`config.mk`:
```
export PLATFORM = sky130hd
export DESIGN_NAME = gpi_port
export DESIGN_NICKNAME = d
export VERILOG_FILES = /design/src/include/gpi_pkg.sv /design/src/verilog/gpi_port.sv
export SDC_FILE = /design/constraint.sdc
export NUM_CORES = 1
export LEC_CHECK = 0
export ABC_AREA = 1
export BUFFER_PORTS_ARGS = -buffer_cell sky130_fd_sc_hd__buf_2
export CAP_MARGIN = 20
export CORE_MARGIN = 5
export CORE_UTILIZATION = 25
export CTS_CLUSTER_SIZE = 20
export DETAILED_ROUTE_END_ITERATION = 12
export GPL_TIMING_DRIVEN = 0
export PLACE_DENSITY = 0.53
export RECOVER_POWER = 50
export REMOVE_ABC_BUFFERS = 1
export SETUP_SLACK_MARGIN = 0.4
export SLEW_MARGIN = 20
export SYNTH_ARGS = -nofsm -noshare
export SYNTH_HDL_FRONTEND = slang
export SYNTH_SLANG_ARGS = --single-unit
```
`constraint.sdc`:
```
create_clock -name clk_sys -period 1 [get_ports clk_sys]
set_input_delay 0.1 -clock clk_sys [delete_from_list [all_inputs] [get_ports clk_sys]]
set_output_delay 0.1 -clock clk_sys [all_outputs]
set_load 0.02 [all_outputs]
```
`src/include/gpi_pkg.sv`:
```
// Package for the nine-line programmable I/O port with peripheral interrupt merge.
// Assumes a 200 MHz system clock and a simple strobe-based register port.
package gpi_pkg;

  // Register indices: printed offsets are not word multiples, so byte address = 4 * index
  localparam logic [6:0] IDX_DIR_LOW      = 7'h04;
  localparam logic [6:0] IDX_DATA_LOW     = 7'h05;
  localparam logic [6:0] IDX_IEN_LOW      = 7'h06;
  localparam logic [6:0] IDX_FLAG_LOW     = 7'h07;
  localparam logic [6:0] IDX_PERIPH_STAT  = 7'h17;
  localparam logic [6:0] IDX_DIR_HIGH     = 7'h44;
  localparam logic [6:0] IDX_DATA_HIGH    = 7'h45;
  localparam logic [6:0] IDX_IEN_HIGH     = 7'h46;
  localparam logic [6:0] IDX_FLAG_HIGH    = 7'h47;
  localparam logic [6:0] IDX_FUNC_SEL     = 7'h49;
  localparam logic [6:0] IDX_SOFT_TRIP    = 7'h61;

  localparam int ADDR_W = 9;
  localparam int DATA_W = 32;

  // Field positions
  localparam int DATA_HIGH_LEVEL_BIT = 0;
  localparam int DATA_HIGH_MODE_BIT  = 1;
  localparam int STAT_TRIP_BIT       = 0;
  localparam int STAT_SYNC_BIT       = 1;

  // Reset values
  localparam logic [7:0] FUNC_SEL_RST  = 8'hFF;
  localparam logic [7:0] DIR_LOW_RST   = 8'h00;
  localparam logic       DIR_HIGH_RST  = 1'b0;
  localparam logic [7:0] IEN_LOW_RST   = 8'h00;
  localparam logic       IEN_HIGH_RST  = 1'b0;
  localparam logic [7:0] DATA_LOW_RST  = 8'h00;
  localparam logic [1:0] DATA_HIGH_RST = 2'h2;

  // Pin bundle for the nine lines
  typedef struct packed {
    logic [8:0] dout;
    logic [8:0] oe;
  } gpi_pin_drive_t;

endpackage

```
`src/verilog/gpi_port.sv`:
```
// Nine-line I/O port with change-of-state flags and a merged peripheral interrupt.
// Assumes pin inputs and peripheral event inputs are synchronous-capable levels; the
// pins themselves are resolved (pull-down, tri-state) outside this module.
`timescale 1ns/1ps

// How it works
// - Function select: one bit per line 0-7, set means general I/O, clear alternate.
// - Function select resets to all ones, so all shared lines start as I/O.
// - Line 8 function comes from high data bit 1: one I/O, zero aux PWM.
// - Eight-bit low and one-bit high direction registers; one is output, zero input.
// - Both direction registers clear on reset, all lines become inputs.
// - Data reads return line levels; writes drive lines configured as outputs.
// - Line interrupts need I/O mode, input direction and its enable bit set.
// - Any edge on an enabled input sets its flag and the shared port request.
// - Reading a change flag register returns its bits then clears them, except bits with a new edge in that cycle.
// - Reset clears both interrupt enable registers.
// - Unconnected lines read low through an external pull-down after reset.
// - Sync, trip and port interrupts merge onto one peripheral interrupt line.
// - A rising edge of the PWM sync pulse raises a sync interrupt.
// - Trip falling edge or a soft trip register write raises a trip interrupt.
// - Active-low interrupt holds while any latched event remains unacknowledged.
// - Reading peripheral status clears and acknowledges trip and sync bits.
module gpi_port (
  input  wire logic                          clk_sys,
  input  wire logic                          rst,
  input  wire logic [gpi_pkg::ADDR_W-1:0]    reg_addr,
  input  wire logic [gpi_pkg::DATA_W-1:0]    reg_wdata,
  input  wire logic                          reg_wr,
  input  wire logic                          reg_rd,
  output logic      [gpi_pkg::DATA_W-1:0]    reg_rdata,
  input  wire logic [8:0]                    line_in,
  output logic      [8:0]                    line_out,
  output logic      [8:0]                    line_oe,
  input  wire logic [7:0]                    alt_out,
  input  wire logic [7:0]                    alt_oe,
  input  wire logic                          aux_pwm_out_zero,
  input  wire logic                          pwm_period_sync,
  input  wire logic                          pwm_fault_trip_n,
  output logic                               peripheral_irq_line_n
);

  // Software state
  logic [7:0] func_sel_r;
  logic [7:0] dir_low_r;
  logic       dir_high_r;
  logic [7:0] data_low_r;
  logic [1:0] data_high_r;
  logic [7:0] ien_low_r;
  logic       ien_high_r;
  logic [7:0] flag_low_r;
  logic       flag_high_r;
  logic       stat_trip_r;
  logic       stat_sync_r;
  logic [gpi_pkg::DATA_W-1:0] rdata_r;

  // Synchronisers and edge history
  logic [8:0] line_s1_r;
  logic [8:0] line_s2_r;
  logic [8:0] line_prev_r;
  logic       sync_s1_r;
  logic       sync_s2_r;
  logic       sync_prev_r;
  logic       trip_s1_r;
  logic       trip_s2_r;
  logic       trip_prev_r;

  // Word-index decode; low two address bits select nothing
  wire [6:0] idx        = reg_addr[8:2];
  wire       wr_fsel    = reg_wr && idx == gpi_pkg::IDX_FUNC_SEL;
  wire       wr_dir_lo  = reg_wr && idx == gpi_pkg::IDX_DIR_LOW;
  wire       wr_dir_hi  = reg_wr && idx == gpi_pkg::IDX_DIR_HIGH;
  wire       wr_dat_lo  = reg_wr && idx == gpi_pkg::IDX_DATA_LOW;
  wire       wr_dat_hi  = reg_wr && idx == gpi_pkg::IDX_DATA_HIGH;
  wire       wr_ien_lo  = reg_wr && idx == gpi_pkg::IDX_IEN_LOW;
  wire       wr_ien_hi  = reg_wr && idx == gpi_pkg::IDX_IEN_HIGH;
  wire       wr_strip   = reg_wr && idx == gpi_pkg::IDX_SOFT_TRIP;
  wire       rd_flag_lo = reg_rd && idx == gpi_pkg::IDX_FLAG_LOW;
  wire       rd_flag_hi = reg_rd && idx == gpi_pkg::IDX_FLAG_HIGH;
  wire       rd_stat    = reg_rd && idx == gpi_pkg::IDX_PERIPH_STAT;

  // Per-line mode: lines 0-7 from function select, line 8 from high data bit 1
  wire [8:0] io_mode = {data_high_r[gpi_pkg::DATA_HIGH_MODE_BIT], func_sel_r};
  wire [8:0] io_dir  = {dir_high_r, dir_low_r};
  wire [8:0] io_dat  = {data_high_r[gpi_pkg::DATA_HIGH_LEVEL_BIT], data_low_r};
  wire [8:0] io_ien  = {ien_high_r, ien_low_r};

  // Pin muxing: I/O output only when mode and direction both say so
  wire [8:0] alt_o   = {aux_pwm_out_zero, alt_out};
  wire [8:0] alt_e   = {1'b1, alt_oe};
  assign line_out    = (io_mode & io_dat) | (~io_mode & alt_o);
  assign line_oe     = (io_mode & io_dir) | (~io_mode & alt_e);

  // Interrupt qualification and edge events
  wire [8:0] src_ok     = io_mode & ~io_dir & io_ien;
  wire [8:0] line_edge  = (line_s2_r ^ line_prev_r) & src_ok;
  wire       sync_rise  = sync_s2_r & ~sync_prev_r;
  wire       trip_fall  = ~trip_s2_r & trip_prev_r;
  wire       port_req   = |flag_low_r | flag_high_r;

  // Merged request; held low while anything is pending
  assign peripheral_irq_line_n = ~(port_req | stat_trip_r | stat_sync_r);

  // Read mux; input levels come from the synchronised pins
  logic [gpi_pkg::DATA_W-1:0] rd_mux;
  always_comb begin
    rd_mux = '0;
    case (idx)
      gpi_pkg::IDX_FUNC_SEL:    rd_mux[7:0] = func_sel_r;
      gpi_pkg::IDX_DIR_LOW:     rd_mux[7:0] = dir_low_r;
      gpi_pkg::IDX_DIR_HIGH:    rd_mux[0]   = dir_high_r;
      gpi_pkg::IDX_DATA_LOW:    rd_mux[7:0] = line_s2_r[7:0];
      gpi_pkg::IDX_DATA_HIGH:   rd_mux[1:0] = {data_high_r[1], line_s2_r[8]};
      gpi_pkg::IDX_IEN_LOW:     rd_mux[7:0] = ien_low_r;
      gpi_pkg::IDX_IEN_HIGH:    rd_mux[0]   = ien_high_r;
      gpi_pkg::IDX_FLAG_LOW:    rd_mux[7:0] = flag_low_r;
      gpi_pkg::IDX_FLAG_HIGH:   rd_mux[0]   = flag_high_r;
      gpi_pkg::IDX_PERIPH_STAT: rd_mux[1:0] = {stat_sync_r, stat_trip_r};
      default:                  rd_mux      = '0;
    endcase
  end

  // Read data valid only in the cycle after the strobe; unmapped reads give zero
  always_ff @(posedge clk_sys) begin
    if (rst) begin
      rdata_r <= '0;
    end else begin
      rdata_r <= reg_rd ? rd_mux : '0;
    end
  end
  assign reg_rdata = rdata_r;

  // Configuration registers
  always_ff @(posedge clk_sys) begin
    if (rst) begin
      func_sel_r  <= gpi_pkg::FUNC_SEL_RST;
      dir_low_r   <= gpi_pkg::DIR_LOW_RST;
      dir_high_r  <= gpi_pkg::DIR_HIGH_RST;
      data_low_r  <= gpi_pkg::DATA_LOW_RST;
      data_high_r <= gpi_pkg::DATA_HIGH_RST;
      ien_low_r   <= gpi_pkg::IEN_LOW_RST;
      ien_high_r  <= gpi_pkg::IEN_HIGH_RST;
    end else begin
      if (wr_fsel)   func_sel_r  <= reg_wdata[7:0];
      if (wr_dir_lo) dir_low_r   <= reg_wdata[7:0];
      if (wr_dir_hi) dir_high_r  <= reg_wdata[0];
      if (wr_dat_lo) data_low_r  <= reg_wdata[7:0];
      if (wr_dat_hi) data_high_r <= reg_wdata[1:0];
      if (wr_ien_lo) ien_low_r   <= reg_wdata[7:0];
      if (wr_ien_hi) ien_high_r  <= reg_wdata[0];
    end
  end

  // Two-stage synchronisers; first stage feeds only the second
  always_ff @(posedge clk_sys) begin
    if (rst) begin
      line_s1_r   <= '0;
      line_s2_r   <= '0;
      line_prev_r <= '0;
      sync_s1_r   <= 1'b0;
      sync_s2_r   <= 1'b0;
      sync_prev_r <= 1'b0;
      trip_s1_r   <= 1'b1;
      trip_s2_r   <= 1'b1;
      trip_prev_r <= 1'b1;
    end else begin
      line_s1_r   <= line_in;
      line_s2_r   <= line_s1_r;
      line_prev_r <= line_s2_r;
      sync_s1_r   <= pwm_period_sync;
      sync_s2_r   <= sync_s1_r;
      sync_prev_r <= sync_s2_r;
      trip_s1_r   <= pwm_fault_trip_n;
      trip_s2_r   <= trip_s1_r;
      trip_prev_r <= trip_s2_r;
    end
  end

  // Sticky flags: a new event beats the clear-on-read in the same cycle
  always_ff @(posedge clk_sys) begin
    if (rst) begin
      flag_low_r  <= '0;
      flag_high_r <= 1'b0;
      stat_trip_r <= 1'b0;
      stat_sync_r <= 1'b0;
    end else begin
      flag_low_r  <= (rd_flag_lo ? 8'h00 : flag_low_r) | line_edge[7:0];
      flag_high_r <= (rd_flag_hi ? 1'b0 : flag_high_r) | line_edge[8];
      stat_trip_r <= (rd_stat ? 1'b0 : stat_trip_r) | trip_fall | wr_strip;
      stat_sync_r <= (rd_stat ? 1'b0 : stat_sync_r) | sync_rise;
    end
  end

  // Checks
  property p_edge_sets_flag;
    @(posedge clk_sys) disable iff (rst)
      line_edge[0] |=> flag_low_r[0];
  endproperty
  a_edge_sets_flag: assert property (p_edge_sets_flag) else $error("edge did not set flag");

  property p_read_clears;
    @(posedge clk_sys) disable iff (rst)
      (rd_flag_lo && line_edge[7:0] == 8'h00) |=> flag_low_r == 8'h00;
  endproperty
  a_read_clears: assert property (p_read_clears) else $error("flag read did not clear");

  property p_event_survives_read;
    @(posedge clk_sys) disable iff (rst)
      (rd_flag_hi && line_edge[8]) |=> flag_high_r;
  endproperty
  a_event_survives_read: assert property (p_event_survives_read) else $error("event lost on read");

  property p_output_blocks_irq;
    @(posedge clk_sys) disable iff (rst)
      (io_dir[3] || !io_mode[3]) |-> !line_edge[3];
  endproperty
  a_output_blocks_irq: assert property (p_output_blocks_irq) else $error("non-source line flagged");

  property p_irq_holds;
    @(posedge clk_sys) disable iff (rst)
      (port_req && !rd_flag_lo && !rd_flag_hi) |=> !peripheral_irq_line_n;
  endproperty
  a_irq_holds: assert property (p_irq_holds) else $error("interrupt released early");

  property p_sync_rise;
    @(posedge clk_sys) disable iff (rst)
      $rose(sync_s2_r) |=> stat_sync_r ##0 !peripheral_irq_line_n;
  endproperty
  a_sync_rise: assert property (p_sync_rise) else $error("sync edge missed");

  property p_soft_trip;
    @(posedge clk_sys) disable iff (rst)
      wr_strip |=> stat_trip_r;
  endproperty
  a_soft_trip: assert property (p_soft_trip) else $error("soft trip missed");

  property p_stat_read;
    @(posedge clk_sys) disable iff (rst)
      (rd_stat && !wr_strip && !trip_fall && !sync_rise) |=> !stat_trip_r && !stat_sync_r;
  endproperty
  a_stat_read: assert property (p_stat_read) else $error("status read did not acknowledge");

  property p_output_drive;
    @(posedge clk_sys) disable iff (rst)
      (io_mode[0] && io_dir[0]) |-> line_oe[0] && line_out[0] == data_low_r[0];
  endproperty
  a_output_drive: assert property (p_output_drive) else $error("output line not driven");

  property p_line8_mode;
    @(posedge clk_sys) disable iff (rst)
      !data_high_r[1] |-> line_out[8] == aux_pwm_out_zero && line_oe[8];
  endproperty
  a_line8_mode: assert property (p_line8_mode) else $error("line 8 alternate not selected");

  property p_reset_vals;
    @(posedge clk_sys) $fell(rst) |-> func_sel_r == 8'hFF && dir_low_r == 8'h00 && ien_low_r == 8'h00;
  endproperty
  a_reset_vals: assert property (p_reset_vals) else $error("bad reset values");

  // An I/O line set as input must never drive its pin, or the outside driver would fight it
  property p_input_undriven;
    @(posedge clk_sys) disable iff (rst)
      (line_oe & io_mode & ~io_dir) == 9'h000;
  endproperty
  a_input_undriven: assert property (p_input_undriven) else $error("input line driven");

  property p_alt_enable;
    @(posedge clk_sys) disable iff (rst)
      (~io_mode[7:0] & (line_oe[7:0] ^ alt_oe)) == 8'h00;
  endproperty
  a_alt_enable: assert property (p_alt_enable) else $error("alternate enable not passed");

  property p_irq_release;
    @(posedge clk_sys) disable iff (rst)
      (!port_req && !stat_trip_r && !stat_sync_r) |-> peripheral_irq_line_n;
  endproperty
  a_irq_release: assert property (p_irq_release) else $error("interrupt low with nothing pending");

  property p_trip_fall;
    @(posedge clk_sys) disable iff (rst)
      trip_fall |=> stat_trip_r && !peripheral_irq_line_n;
  endproperty
  a_trip_fall: assert property (p_trip_fall) else $error("trip edge missed");

  property p_high_read_clears;
    @(posedge clk_sys) disable iff (rst)
      (rd_flag_hi && !line_edge[8]) |=> !flag_high_r;
  endproperty
  a_high_read_clears: assert property (p_high_read_clears) else $error("high flag read did not clear");

  property p_low_survives;
    @(posedge clk_sys) disable iff (rst)
      (rd_flag_lo && line_edge[4]) |=> flag_low_r[4];
  endproperty
  a_low_survives: assert property (p_low_survives) else $error("low event lost on read");

  // Second stage must copy the first one cycle late; a skipped stage would show here
  property p_sync_chain;
    @(posedge clk_sys) disable iff (rst)
      line_s2_r == $past(line_s1_r);
  endproperty
  a_sync_chain: assert property (p_sync_chain) else $error("synchroniser stage skipped");

  property p_disabled_quiet;
    @(posedge clk_sys) disable iff (rst)
      (io_ien == 9'h000) |-> line_edge == 9'h000;
  endproperty
  a_disabled_quiet: assert property (p_disabled_quiet) else $error("disabled line raised event");

  property p_edge_flag_high;
    @(posedge clk_sys) disable iff (rst)
      line_edge[8] |=> flag_high_r && !peripheral_irq_line_n;
  endproperty
  a_edge_flag_high: assert property (p_edge_flag_high) else $error("line 8 edge not flagged");

  property p_flag_read_data;
    @(posedge clk_sys) disable iff (rst)
      rd_flag_lo |=> reg_rdata[7:0] == $past(flag_low_r);
  endproperty
  a_flag_read_data: assert property (p_flag_read_data) else $error("flag read returned wrong bits");

  // Read data must be zero outside the answer cycle so a stale word is never mistaken for one
  property p_rdata_idle;
    @(posedge clk_sys) disable iff (rst)
      !reg_rd |=> reg_rdata == '0;
  endproperty
  a_rdata_idle: assert property (p_rdata_idle) else $error("read data outside answer cycle");

  property p_output_no_src;
    @(posedge clk_sys) disable iff (rst)
      io_dir[8] |-> !line_edge[8];
  endproperty
  a_output_no_src: assert property (p_output_no_src) else $error("output line 8 flagged");

  property p_line8_io;
    @(posedge clk_sys) disable iff (rst)
      (data_high_r[1] && dir_high_r) |-> line_oe[8] && line_out[8] == data_high_r[0];
  endproperty
  a_line8_io: assert property (p_line8_io) else $error("line 8 output not driven");

  property p_sync_hold;
    @(posedge clk_sys) disable iff (rst)
      (stat_sync_r && !rd_stat) |=> stat_sync_r;
  endproperty
  a_sync_hold: assert property (p_sync_hold) else $error("sync status dropped unread");

endmodule
```
==> impl_metrics.csv, run 1 <==
group,metric,value,unit
floorplan,io_pins,124,
clocking,cts.sinks,88,
routing,wl_per_cell,15.3,um
critical_path,path_buf_inv,1,
global_route,grt-ovfl-total,0,
sta,finalCritPeriodShare,1.59,
clocking,path_clk_slew,0.06,ns
critical_path,reg2reg_to,"reg_rdata[1]$_SDFF_PP0_",
logic_synthesis,yosysTopAreaCellShare,0.458,
cells_and_area,layout_common_cells,"dfxtp_1, buf_6, inv_1",
global_route,antenna_found_initial,0,
sta,hold_viol,1,
global_route,grt_max_degree,26,
floorplan,die-area,18000,um2
sta,fmax,628,MHz
global_route,grt_pass1_vias,3679,
routing,drc,0,
sta,rsz0062_at_grt,"true",
clocking,clock_latency,0.34,ns
run,drv_cap,0,
critical_path,cp-end-kind,"output pin",
routing,vias,3881,
logic_synthesis,ys_types,29,
floorplan,num_rows,45,
worst_hold_path,hp-class,"input port to flip-flop",
power_and_ir_drop,powerDensity,1200,nW/um2
logic_synthesis,yosys-top-cells-area,"dfxtp_1, a21oi_1, nand2_1, inv_1, nor2_1",
critical_path,crit_start,"flag_low_r[3]$_SDFF_PP0_",
critical_path,cp.depth,4,
place,placement.io_buffers,73,
cells_and_area,design_area,6540,um2
critical_path,worstReg2RegStart,"func_sel_r[1]$_SDFFE_PP1P_",
floorplan,core,15100,um2
place,gp_congestion,0.763,
logic_synthesis,ys_ff_latch,88,
clocking,htree_levels,3,
cells_and_area,antenna_cells,0,
cells_and_area,multiInputGateArea,2390,um2
logic_synthesis,ys_seq_area_frac,0.458,
critical_path,crit_top_cell,"nor4_2",
power_and_ir_drop,ir_worst_vdd,0.935,mV
critical_path,crit_path_max_fanout,3,
logic_synthesis,synth.avg_cell_area,7.50,um2
critical_path,critPathRequiredTime,0.90,ns
cells_and_area,finalNetCount,734,
cells_and_area,area_delta_synth_final,70.0,%
clocking,cts.path.max_buffers,2,
critical_path,cp-start-kind,"flip-flop",
outcome,status,"finished, violations left",
routing,drtPass1Iterations,4,
cells_and_area,n_fill_cell,1448,
sta,tightest_slew,0.775,ns
floorplan,dieWidth,134,um
clocking,cts_tree,"yes",
routing,wl,13.1,mm
place,pre_cts_slack,-1.21,ns
clocking,ctsHoldBuffers,10,
cells_and_area,layout_commonest_cell,"dfxtp_1",
routing,drt_iter0_drc,179,
sta,max_slew_margin,0.483,
critical_path,path_cells,"nor4_2 > nand2_1 > nor4_2 > buf_4",
critical_path,cp_slowest_cell,"dfxtp_1",
floorplan,die_h,134,um
critical_path,crit_family,"simple AND/OR/NAND/NOR gates",
cells_and_area,final-seq-area,1820,um2
sta,drv_slew,0,
critical_path,r2r_cells,6,
cells_and_area,layout-drive-gt1-share,0.546,
logic_synthesis,yosysWarnings,0,
logic_synthesis,yosysTopAreaCell,"dfxtp_1",
critical_path,crit_type,"flip-flop to output pin",
global_route,grt_usage,0.140,
sta,timing.hold.ws,-0.0585,ns
routing,ant_nets,0,
power_and_ir_drop,power.leakage,2.80,nW
place,post_dp_cell_area,4270,um2
clocking,cts_inserted_buffers,9,
place,hpwl,7.00,mm
logic_synthesis,synthesis.area,3850,um2
outcome,violations,"negative hold slack, negative setup slack",
clocking,cts_root_buf,"clkbuf_16",
floorplan,start_util,0.254,
critical_path,rrSetupSlack,-0.05,ns
global_route,grt_pass1_wl,19.6,mm
routing,vias_per_cell,4.55,
sta,setup_ws,-0.593,ns
critical_path,cp.arrival,1.49,ns
sta,finClkSkew,0.00908,ns
sta,period_needed,1.59,ns
critical_path,crit_end,"peripheral_irq_line_n",
critical_path,slowest_delay,0.34,ns
logic_synthesis,synth_cells,513,
sta,setup_viol,58,
-- cell type report --
class | instances | area share
multi-input combinational | 339 | 0.365
sequential | 88 | 0.277
timing repair buffer | 147 | 0.222
inverter | 75 | 0.0547
clock buffer | 12 | 0.0377
tap | 188 | 0.0359
clock inverter | 3 | 0.00650
timing repair inverter | 1 | 0.00115
-- timing repair --
item | CTS | global route
gates cloned | 6 | 0
hold endpoints to repair | 11 | 1
endpoints found under the setup margin | 115 | 93
resized for setup | 288 | 134
buffers inserted | 50 | 12
pin swaps | 90 | 55
-- logic make-up (layout without fill, tap and decap cells) --
logic type             after synthesis  after routing  share of synthesized area
AND/OR/NAND/NOR                    202            205                      0.244
buffers and inverters              112            238                      0.143
AO/OA/AOI/OAI                      101            101                      0.134
flip-flops                          88             88                      0.458
XOR/XNOR                             9              9                     0.0205
other                                1             24                   0.000974
-- worst register-to-register path, cell delays in order, from the launching register on --
cell and delay [ns]:
dfxtp_2 0.35, inv_4 0.05, buf_6 0.11, buf_6 0.11, nor2_4 0.09, nor2_2 0.04
a21oi_2 0.18
-- report_power, final --
part / total [mW] / switching (mW) / leakage [nW] / internal (mW)
clock network: 3.34 / 1.36 / 0.139 / 1.99
logic: 0.938 / 0.534 / 1.94 / 0.403
registers: 3.59 / 0.0372 / 0.723 / 3.55
total: 7.87 / 1.93 / 2.80 / 5.94
-- synthesized netlist by cell type --
library cell,n
o211ai_1,2
inv_2,5
inv_4,2
nor2_4,4
inv_1,68
conb_1,1
nor2_2,2
nand4_1,9
clkbuf_1,6
buf_6,3
nor4_1,3
o21ai_0,33
clkbuf_8,1
nand2_4,4
nor2_1,66
nor2_8,1
nand3_1,30
o22ai_1,3
buf_1,2
o21ai_1,8
nand3_2,2
nand2_2,5
nand2_1,72
or2_2,2
a21oi_1,55
nor3_1,2
dfxtp_1,88
buf_4,25
xor2_1,9
-- flip-flops by register name, indices dropped and copies added, names as in the netlist, 2 cells and up --
signal,cells
line_s1_r,9
reg_rdata,8
data_low_r,8
flag_low_r,8
line_s2_r,9
ien_low_r,8
func_sel_r,8
dir_low_r,8
data_high_r,2
line_prev_r,9
-- metal layers --
layer | up-vias | track usage | wire length [um]
li1 | 1905 | - | -
met1 | 1826 | 0.176 | 5430
met2 | 119 | 0.231 | 6500
met3 | 31 | 0.0285 | 700
met4 | 0 | 0.0617 | 430
met5 | - | 0 | 0
-- per-stage QoR --
| stage | instances | hold slack, ns | util | TNS [ns] | total power [mW] |
|---|---|---|---|---|---|
| floorplan | 499 | 0.169 | - | -0.840 | 3.95 |
| global placement | 760 | 0.287 | 0.282 | -51.48 | 4.17 |
| detailed placement | 760 | 0.289 | 0.282 | -51.40 | 4.17 |
| CTS | 841 | -0.0660 | 0.397 | -2.81 | 7.82 |
| global route | 853 | -0.0461 | 0.432 | -10.16 | 8.13 |
| finish | 853 | -0.0585 | 0.432 | -6.12 | 7.87 |
-- worst min-delay path by stage --
stage / startpoint / end / slack, ns / depth (start not counted)
after floorplan: rst / flag_high_r$_SDFF_PP0_ / 0.17 / 1
after global placement: pwm_fault_trip_n / trip_s1_r$_SDFF_PP1_ / 0.29 / 2
after detailed placement: pwm_fault_trip_n / trip_s1_r$_SDFF_PP1_ / 0.29 / 2
after CTS: pwm_fault_trip_n / trip_s1_r$_SDFF_PP1_ / -0.07 / 2
after global routing: pwm_fault_trip_n / trip_s1_r$_SDFF_PP1_ / -0.05 / 2
final: pwm_fault_trip_n / trip_s1_r$_SDFF_PP1_ / -0.06 / 2
Power figures use the tool's default switching activity.
==> run 2, diff against run 1 <==
--- a/config.mk
+++ b/config.mk
@@ -8,6 +8,7 @@
 export ABC_AREA = 1
 export BUFFER_PORTS_ARGS = -buffer_cell sky130_fd_sc_hd__buf_2
 export CAP_MARGIN = 20
+export CORE_ASPECT_RATIO = 1.75
 export CORE_MARGIN = 5
 export CORE_UTILIZATION = 25
 export CTS_CLUSTER_SIZE = 20
==> impl_metrics.csv, run 2 (synthesis gave the netlist of run 1 again) <==
group,metric,value,unit
cells_and_area,instances_no_fill,859,
run,drv_cap,0,
power_and_ir_drop,p_comb_frac,0.119,
routing,wl,14.2,mm
routing,vias,3957,
clocking,htree_levels,3,
critical_path,cp.arrival,1.55,ns
clocking,ctsHoldBuffers,9,
global_route,grt_pass1_wl,20.0,mm
outcome,status,"finished, violations left",
global_route,grt_usage,0.141,
power_and_ir_drop,powerDensity,1240,nW/um2
sta,timing.hold.ws,-0.0687,ns
sta,period_needed,1.65,ns
power_and_ir_drop,power.leakage,2.88,nW
place,pre_cts_slack,-1.21,ns
floorplan,num_rows,60,
routing,drc,0,
worst_hold_path,hp-class,"input port to flip-flop",
floorplan,start_util,0.253,
global_route,grt_pass1_vias,3874,
clocking,path_clk_slew,0.06,ns
routing,m1WireLength,5.24,mm
power_and_ir_drop,seqPwrFrac,0.429,
critical_path,cp-end-kind,"output pin",
sta,max_slew_margin,0.477,
cells_and_area,largestRegisters,"line_prev_r: 9 flops, line_s1_r: 9 flops, line_s2_r: 9 flops",
floorplan,dieWidth,104,um
floorplan,core,15200,um2
floorplan,io_pins,124,
clocking,cts_tree,"yes",
critical_path,crit_type,"flip-flop to output pin",
cells_and_area,antenna_cells,0,
cells_and_area,layout-drive-gt1-share,0.585,
clocking,cts.sinks,88,
power_and_ir_drop,ir_worst_vdd,0.845,mV
power_and_ir_drop,p_sw,2.01,mW
routing,met2_length,7.80,mm
power_and_ir_drop,pwr-share-clk,0.453,
sta,hold_viol,2,
critical_path,crit_path_max_fanout,3,
sta,setup_ws,-0.646,ns
cells_and_area,finalNetCount,741,
power_and_ir_drop,swShare,0.239,
floorplan,die_h,174,um
routing,route.met3.wl,550,um
global_route,antenna_found_initial,0,
cells_and_area,layout_commonest_cell,"buf_6",
clocking,cts_root_buf,"clkbuf_16",
clocking,clock_latency,0.35,ns
power_and_ir_drop,power,8.38,mW
outcome,violations,"negative hold slack, negative setup slack",
routing,vias_per_cell,4.61,
power_and_ir_drop,internal-power,6.37,mW
sta,rsz0062_at_grt,"true",
global_route,grt-ovfl-total,0,
floorplan,die-area,18100,um2
place,hpwl,7.58,mm
routing,drt_iter0_drc,184,
sta,finClkSkew,0.00556,ns
place,dp_cells,758,
sta,setup_viol,62,
global_route,grt_max_degree,51,
critical_path,critPathRequiredTime,0.90,ns
sta,finalCritPeriodShare,1.65,
sta,fmax,608,MHz
cells_and_area,n_fill_cell,1440,
sta,finalSetupTns,-4.69,ns
place,placement.io_buffers,73,
place,gp_congestion,0.863,
sta,tightest_slew,0.784,ns
routing,ant_nets,0,
clocking,cts.path.max_buffers,2,
sta,drv_slew,0,
routing,routed.top_layer,"met4",
cells_and_area,area_delta_synth_final,75.0,%
routing,drtPass1Iterations,4,
clocking,cts_inserted_buffers,9,
cells_and_area,layout_common_cells,"buf_6, dfxtp_1, inv_1",
critical_path,cp-start-kind,"flip-flop",
routing,wl_per_cell,16.5,um
## run 2: power by group through the flow
stage                     logic [mW]  clock network, mW  registers [mW]
after floorplan                0.278                  0            3.67
after global placement         0.493                  0            3.68
after detailed placement       0.493                  0            3.68
after CTS                      0.868               3.83            3.59
after global routing            1.06               3.96            3.60
final                          0.993               3.79            3.59
## run 2: worst max-delay path, cell delays in order (launching register included)
cell and delay [ns]:
dfxtp_1 0.36, nor4_2 0.28, nand2_1 0.16, nor4_2 0.20
buf_4 0.19
## run 2: layout make-up
cell class / instances / area (um2) / area share
Sequential cell: 88 / 1830 / 0.271
Timing Repair Buffer: 154 / 1470 / 0.218
Inverter: 75 / 378 / 0.0561
Timing Repair inverter: 1 / 7.51 / 0.00111
Multi-Input combinational cell: 339 / 2480 / 0.369
Clock inverter: 4 / 73.8 / 0.0110
Tap cell: 186 / 233 / 0.0345
Clock buffer: 12 / 267 / 0.0396
## run 2: path summary, 6_finish.rpt
kind	depth (start not counted)	slack [ns]	end	start
setup / recovery	4	-0.65	peripheral_irq_line_n	flag_low_r[2]$_SDFF_PP0_
hold / removal	2	-0.07	trip_s1_r$_SDFF_PP1_	pwm_fault_trip_n
setup reg to reg	8	-0.07	reg_rdata[0]$_SDFF_PP0_	func_sel_r[0]$_SDFFE_PP1P_
hold reg to reg	2	0.39	line_s2_r[7]$_SDFF_PP0_	line_s1_r[7]$_SDFF_PP0_
## run 2: what timing repair did
action                                  4_1_cts  5_1_grt
resized for setup                           321      132
hold endpoints to repair                     11        1
setup buffers                                52       19
endpoints found under the setup margin      115       92
pin swaps                                    80       57
gates cloned                                  4        1
## run 2: metrics by stage
stage / area (um2) / util / hold slack, ns
final: 6740 / 0.442 / -0.0687
after global routing: 6740 / 0.442 / -0.0599
after CTS: 6140 / 0.403 / -0.0719
after detailed placement: 4270 / 0.280 / 0.286
after global placement: 4270 / 0.280 / 0.282
after floorplan: 3670 / - / 0.169
## run 2: routing by layer
| layer | up-vias | global-route usage |
|---|---|---|
| li1 | 1908 | - |
| met1 | 1884 | 0.146 |
| met2 | 130 | 0.261 |
| met3 | 35 | 0.0208 |
| met4 | 0 | 0.0891 |
| met5 | - | 0 |
